### src/verilog/usb_evt_pkg.sv
// constants for the usb event and interrupt block
package usb_evt_pkg;
   // register byte addresses
   localparam logic [31:0] ADDR_RETURN_LEN = 32'hfff06004;
   localparam logic [31:0] ADDR_IRQ_EN = 32'hfff06008;
   localparam logic [31:0] ADDR_IRQ_FLAGS = 32'hfff6000c;
   localparam logic [31:0] ADDR_IRQ_CLEAR = 32'hfff60010;
   // widths
   localparam int EVT_N = 16;
   localparam int LEN_W = 5;
   // values after reset
   localparam logic [4:0] RETURN_LEN_RST = 5'h00;
   localparam logic [15:0] IRQ_EN_RST = 16'h0000;
   localparam logic [15:0] FLAGS_RST = 16'h0000;
   // event bit positions
   localparam int BIT_CLOCKSTOP_WAKE = 15;
   localparam int BIT_BUS_RESET_DONE = 14;
   localparam int BIT_CONFIG_CHANGE = 13;
   localparam int BIT_BUS_TRANSITION = 12;
   localparam int BIT_CMD_STATUS_PHASE = 11;
   localparam int BIT_CMD_DATA_IN = 10;
   localparam int BIT_CMD_DATA_OUT = 9;
   localparam int BIT_VENDOR_REQUEST = 8;
   localparam int BIT_CLASS_REQUEST = 7;
   localparam int BIT_STRING_DESC = 6;
   localparam int BIT_CONFIG_DESC = 5;
   localparam int BIT_DEVICE_DESC = 4;
   localparam int BIT_ERROR = 3;
   localparam int BIT_WAKE = 2;
   localparam int BIT_SLEEP = 1;
   localparam int BIT_BUS_RESET = 0;
   // ahb encodings
   localparam logic [2:0] HSIZE_WORD = 3'h2;
   localparam logic HRESP_OKAY = 1'h0;
endpackage

### src/verilog/event_flag_bank.sv
// sticky event flags with write-one-to-clear
`timescale 1ns/100ps
module event_flag_bank #(
   parameter int N = 16
) (
   input wire logic clk,
   input wire logic rst,
   input wire logic [N-1:0] set_i,
   input wire logic [N-1:0] clr_i,
   output logic [N-1:0] flags_q
);
   // one sticky flag per event
   genvar k;
   generate
      for (k = 0; k < N; k++) begin : g_flag
         always_ff @(posedge clk) begin
            if (rst) begin
               flags_q[k] <= 1'h0;
            end else begin
               flags_q[k] <= set_i[k] | (flags_q[k] & ~clr_i[k]);
            end
         end
      end
   endgenerate
endmodule

### src/verilog/usb_event_irq.sv
// usb device event flags, enables, interrupt and return length on ahb
`timescale 1ns/100ps
module usb_event_irq (
   input wire logic clk,
   input wire logic rst,
   // ahb-lite slave port
   input wire logic hsel,
   input wire logic [31:0] haddr,
   input wire logic [1:0] htrans,
   input wire logic hwrite,
   input wire logic [2:0] hsize,
   input wire logic [31:0] hwdata,
   input wire logic hready,
   output logic hreadyout,
   output logic hresp,
   output logic [31:0] hrdata,
   // one-cycle event strobes from the usb engine
   input wire logic clockstop_wake_evt,
   input wire logic bus_reset_done_evt,
   input wire logic config_change_evt,
   input wire logic bus_transition_evt,
   input wire logic cmd_status_phase_evt,
   input wire logic cmd_data_in_evt,
   input wire logic cmd_data_out_evt,
   input wire logic vendor_cmd_rx,
   input wire logic class_cmd_rx,
   input wire logic string_desc_evt,
   input wire logic config_desc_evt,
   input wire logic device_desc_evt,
   input wire logic error_evt,
   input wire logic wake_evt,
   input wire logic sleep_evt,
   input wire logic bus_reset_evt,
   // decode enables from the control register
   input wire logic class_decode_en,
   input wire logic vendor_decode_en,
   // outputs to cpu and usb engine
   output logic irq,
   output logic cmd_stall,
   output logic [4:0] return_byte_count
);
   // captured address phase
   logic wr_q;
   logic [31:0] addr_q;
   logic word_q;
   // registers
   logic [4:0] len_q;
   logic [15:0] en_q;
   logic [15:0] flags_q;
   logic irq_q;
   logic stall_q;
   logic [31:0] rdata_q;
   logic ready_q;
   logic resp_q;

   // accepted transfer in address phase
   wire logic acc = hsel & hready & htrans[1];
   wire logic rd_acc = acc & ~hwrite;

   // data-phase write strobes per register
   wire logic wr_go = wr_q & word_q;
   wire logic wr_len = wr_go & (addr_q == usb_evt_pkg::ADDR_RETURN_LEN);
   wire logic wr_en = wr_go & (addr_q == usb_evt_pkg::ADDR_IRQ_EN);
   wire logic wr_clr = wr_go & (addr_q == usb_evt_pkg::ADDR_IRQ_CLEAR);

   wire logic class_ok = class_cmd_rx & class_decode_en;
   wire logic vendor_ok = vendor_cmd_rx & vendor_decode_en;
   wire logic stall_d = (class_cmd_rx & ~class_decode_en) | (vendor_cmd_rx & ~vendor_decode_en);

   // event vector in flag bit order
   logic [15:0] set_vec;
   always_comb begin
      set_vec = '0;
      set_vec[usb_evt_pkg::BIT_CLOCKSTOP_WAKE] = clockstop_wake_evt;
      set_vec[usb_evt_pkg::BIT_BUS_RESET_DONE] = bus_reset_done_evt;
      set_vec[usb_evt_pkg::BIT_CONFIG_CHANGE] = config_change_evt;
      set_vec[usb_evt_pkg::BIT_BUS_TRANSITION] = bus_transition_evt;
      set_vec[usb_evt_pkg::BIT_CMD_STATUS_PHASE] = cmd_status_phase_evt;
      set_vec[usb_evt_pkg::BIT_CMD_DATA_IN] = cmd_data_in_evt;
      set_vec[usb_evt_pkg::BIT_CMD_DATA_OUT] = cmd_data_out_evt;
      set_vec[usb_evt_pkg::BIT_VENDOR_REQUEST] = vendor_ok;
      set_vec[usb_evt_pkg::BIT_CLASS_REQUEST] = class_ok;
      set_vec[usb_evt_pkg::BIT_STRING_DESC] = string_desc_evt;
      set_vec[usb_evt_pkg::BIT_CONFIG_DESC] = config_desc_evt;
      set_vec[usb_evt_pkg::BIT_DEVICE_DESC] = device_desc_evt;
      set_vec[usb_evt_pkg::BIT_ERROR] = error_evt;
      set_vec[usb_evt_pkg::BIT_WAKE] = wake_evt;
      set_vec[usb_evt_pkg::BIT_SLEEP] = sleep_evt;
      set_vec[usb_evt_pkg::BIT_BUS_RESET] = bus_reset_evt;
   end

   // write-one clears, zero bits do nothing
   wire logic [15:0] clr_vec = wr_clr ? hwdata[15:0] : 16'h0000;

   // flags only change by events and clears
   event_flag_bank #(.N(usb_evt_pkg::EVT_N)) u_flags (
      .clk(clk),
      .rst(rst),
      .set_i(set_vec),
      .clr_i(clr_vec),
      .flags_q(flags_q)
   );

   // read data mux, reserved bits read zero
   logic [31:0] rdata_d;
   always_comb begin
      case (haddr)
         usb_evt_pkg::ADDR_RETURN_LEN: rdata_d = {27'h0, len_q};
         usb_evt_pkg::ADDR_IRQ_EN: rdata_d = {16'h0000, en_q};
         usb_evt_pkg::ADDR_IRQ_FLAGS: rdata_d = {16'h0000, flags_q};
         default: rdata_d = 32'h00000000;
      endcase
   end

   // address phase capture
   always_ff @(posedge clk) begin
      if (rst) begin
         wr_q <= 1'h0;
         addr_q <= 32'h00000000;
         word_q <= 1'h0;
      end else if (hready) begin
         wr_q <= acc & hwrite;
         addr_q <= haddr;
         word_q <= (hsize == usb_evt_pkg::HSIZE_WORD);
      end
   end

   // read data registered into the data phase
   always_ff @(posedge clk) begin
      if (rst) begin
         rdata_q <= 32'h00000000;
      end else if (rd_acc) begin
         rdata_q <= rdata_d;
      end
   end

   always_ff @(posedge clk) begin
      if (rst) begin
         len_q <= usb_evt_pkg::RETURN_LEN_RST;
      end else if (wr_len) begin
         len_q <= hwdata[usb_evt_pkg::LEN_W-1:0];
      end
   end

   always_ff @(posedge clk) begin
      if (rst) begin
         en_q <= usb_evt_pkg::IRQ_EN_RST;
      end else if (wr_en) begin
         en_q <= hwdata[15:0];
      end
   end

   always_ff @(posedge clk) begin
      if (rst) begin
         irq_q <= 1'h0;
         stall_q <= 1'h0;
         ready_q <= 1'h0;
         // response flop, always okay
         resp_q <= usb_evt_pkg::HRESP_OKAY;
      end else begin
         irq_q <= |(flags_q & en_q);
         stall_q <= stall_d;
         ready_q <= 1'h1;
         resp_q <= usb_evt_pkg::HRESP_OKAY;
      end
   end

   // port drive, all from flops
   assign hrdata = rdata_q;
   assign hreadyout = ready_q;
   assign hresp = resp_q;
   assign irq = irq_q;
   assign cmd_stall = stall_q;
   assign return_byte_count = len_q;
endmodule

### config.mk
export PLATFORM = sky130hd
export DESIGN_NAME = usb_event_irq
export DESIGN_NICKNAME = d
export VERILOG_FILES = /design/src/verilog/usb_evt_pkg.sv /design/src/verilog/event_flag_bank.sv /design/src/verilog/usb_event_irq.sv
export SDC_FILE = /design/constraint.sdc
export NUM_CORES = 1
export LEC_CHECK = 0
export BUFFER_PORTS_ARGS = -buffer_cell sky130_fd_sc_hd__buf_2
export CORE_ASPECT_RATIO = 1.1
export CORE_UTILIZATION = 45
export CTS_CLUSTER_SIZE = 28
export DETAILED_ROUTE_END_ITERATION = 16
export PLACE_DENSITY = 0.79
export SYNTH_ARGS = -nofsm -noshare
export SYNTH_HDL_FRONTEND = slang
export SYNTH_SLANG_ARGS = --single-unit
### constraint.sdc
create_clock -name clk -period 2.3 [get_ports clk]
set_input_delay 0.345 -clock clk [delete_from_list [all_inputs] [get_ports clk]]
set_output_delay 0.345 -clock clk [all_outputs]
set_load 0.02 [all_outputs]
==> results by group <==
STA
  • Slack of the critical path: 242 ps
  • RSZ-0062 raised after global routing: no
  • Setup TNS: 0 ps
  • Max Slew Vio Count: 0
  • Setup-failing EPs final: 0
  • Max_slew headroom: 0.546
  • Fmax: 486 MHz
  • Hold Vio Cnt, Final: 0
  • Final Critical Period: 2060 ps
  • Clock skew: 9.21 ps
  • Worst Tran Pin Value: 681 ps
  • Final worst-path cycle share: 0.895

Min path
  • Min-Delay Path Depth: 2
  • Worst Hold Endpoint: cmd_stall
  • Hold Crit Class: primary input to register
  • Hold wc startpoint: rst

Clock network
  • CTS Buffer Depth: 2
  • Reg clk slew, reported paths: 90 ps
  • CTS tree: yes
  • Hold buffers post-CTS: 0
  • CTS buffer count: 9
  • Root buf cell: clkbuf_8
  • Clk_lat worst skew: 360 ps
  • H-tree depth: 3
  • Clk sink count: 90
  • Cts repair resizes: 0
  • Post-CTS Setup Inserts: 0

Placement
  • Routability Congestion: 0.802
  • Inst Count DP: 615
  • Post-DP HPWL: 7.21 mm
  • IO buf count: 98
  • Pre-CTS setup slack: 223 ps

Setup path
  • Worst EP arrival: 2340 ps
  • Critical path launch point type: register
  • Crit-path max cell delay: 490 ps
  • Worst Path Max Fanout: 16
  • Crit. End Element: register
  • Setup CP Type: register to register
  • Critical Path RT: 2590 ps
  • Worst R2R Start: addr_q[8]
  • Cell chain of the critical path: nor4b_1 > nand3_1 > nor4_4 > buf_12 > mux2i_1
  • Worst R2R End: en_q[4]
  • CP Depth: 5
  • Bufs and invs on worst path: 1
  • CP top delay family: simple AND/OR/NAND/NOR gates
  • Flop-to-flop setup slack: 240 ps
  • CP max stage cell: nor4b_1
  • Reg2Reg Depth: 5

GRT
  • First-pass GRT wire length: 15.8 mm
  • Largest net degree at the start of global routing: 37
  • Initial antenna violation count: 0
  • Grt total ovfl: 0
  • GRT Total Usage: 0.222
  • Number of global-route vias before repair: 3342

Die
  • Boundary pin count: 133
  • Die X: 90.7 microns
  • Total Die Area: 0.00904 sq mm
  • Core area: 0.00841 sq mm
  • FP Rows: 35
  • Die Y: 99.6 microns
  • Initial Utilization: 0.464

Layout
  • Non-Filler Instances: 631
  • Final net count: 607
  • Filler Cell Count: 763
  • FF/Latch Area: 0.00180 sq mm
  • Layout area overhead: 20.3%
  • Multi-input logic area: 0.00194 sq mm
  • Ant. Diodes: 0
  • Share of layout cells above drive strength 1: 0.265

Pwr
  • Leakage: 0.00197 uW
  • Worst VDD drop: 297 uV
  • Pwr/cell area: 650 mW/mm^2

Synthesis
  • Sequential-to-total area share from yosys stat: 0.462
  • Post-synth top area cell: dfxtp_1
  • Distinct cells, synth: 41
  • Compound-gate portion of the synthesized area: 0.126
  • Yosys warns: 0
  • Post-synth EDFFs: 0
  • Top-count cell post-synth: dfxtp_1
  • Synth top area cells: dfxtp_1 46%, mux2i_1 14%, nand2_1 5.3%
  • Post-synthesis cell count: 416
  • Share of the synthesized area in the top cell type: 0.462
  • Post-synthesis mux area share: 0.136
  • Largest family of logic cells by synthesized area: simple AND/OR/NAND/NOR gates
  • Synth Flop Type: dfxtp_1
  • Post-Synth Adder-Cell Area: 0
  • Area share of and/or/nand/nor cells after synthesis: 0.218
  • Syn Area/Cell: 9.37 sq um
  • Flops & latches, synth: 90
  • Cell Area, Synth: 0.00390 sq mm
  • Synth Area in XOR/XNOR: 0
  • Top post-synthesis cells by count: 90 x dfxtp_1, 55 x nand2_1, 53 x mux2i_1, 50 x nor2_1
  • Fraction of registers with async set/reset: 0

Drt
  • Via density: 5.43
  • DR WL/cell: 15.4 microns
  • Starting DRT DRC Count: 123
  • Remaining antenna violation count: 0
  • Total number of vias: 3426
  • DRC Markers: 0
  • Total routed wirelength: 9.71 mm
  • Drt pass-1 iters: 4

Run
  • Max-capacitance violation count: 0

Run status
  • Outcome: complete, no violations
[worst register-to-register path, cell delays in order, from the launching register on]
cell     delay (ps)
dfxtp_1         330
nor4b_1         490
nand3_1         340
nor4_4          400
buf_12          220
mux2i_1         210
[kinds of logic (layout without fill, tap and decap cells)]
group,Yosys count,count (layout)
buf+inv,40,128
other cells,1,17
mux,53,53
compound gates,67,67
flops,90,90
simple gates,165,165
[cells in the final DEF (no fill, tap or decap), types with 3 or more instances in the layout]
cell type  instances
buf_4             12
dfxtp_1           90
clkbuf_8           9
a22o_1             3
and3_1             5
conb_1            17
buf_2             98
a2bb2oi_1          5
nor2b_1           17
a311oi_1          14
a21oi_1            3
mux2i_1           53
nand4_1            7
nand2b_1           6
nand2_1           55
o21ai_0           16
nand4bb_1          3
a221oi_1           3
a22oi_1           18
nor2_1            50
[registers in the layout (all words and copies together) (netlist names)]
name and flops:
en_q 16, return_byte_count 5, hrdata 16, u_flags.flags_q 16, word_q 1, addr_q 32, hreadyout 1, irq 1
wr_q 1, cmd_stall 1
[routing by layer]
layer  GRT usage  up-vias  wire, microns
met5           0        -              0
met4       0.133        0            274
met3      0.0413       27            643
met2       0.375      132           4830
met1       0.262     1618           3960
li1            -     1649              -
[cell type report]
type	count	share of cell area
inverters	1	0.000801
multi-input cells	302	0.414
flip-flops and latches	90	0.384
clock buffers	9	0.0264
well taps	111	0.0296
repair buffers	111	0.128
clock inverters	7	0.0166
[worst max path at each step]
stage	endpoint	from	slack [ps]
global route	en_q[10]	addr_q[8]	140
global placement	en_q[5]	addr_q[0]	350
CTS	en_q[6]	addr_q[8]	200
finish	en_q[4]	addr_q[8]	240
detailed placement	en_q[6]	addr_q[8]	220
floorplan	en_q[10]	addr_q[0]	160
[power by group]
| group | switching (uW) | leakage, uW | internal [uW] | total (uW) |
|---|---|---|---|---|
| sequential | 38.0 | 0.000737 | 1610 | 1650 |
| combinational | 166 | 0.00114 | 128 | 294 |
| clock | 591 | 0.000100 | 512 | 1100 |
| total | 795 | 0.00197 | 2250 | 3050 |
[metrics by stage]
step                      total power, uW   util  hold WS (ps)  cell area, sq um
after floorplan                      1870      -           446              3960
after global placement               1970  0.533           431              4490
after detailed placement             1980  0.533           439              4490
after CTS                            3070  0.557           221              4690
after global routing                 3170  0.557           229              4690
final                                3050  0.557           230              4690
Power figures use the tool's default switching activity.
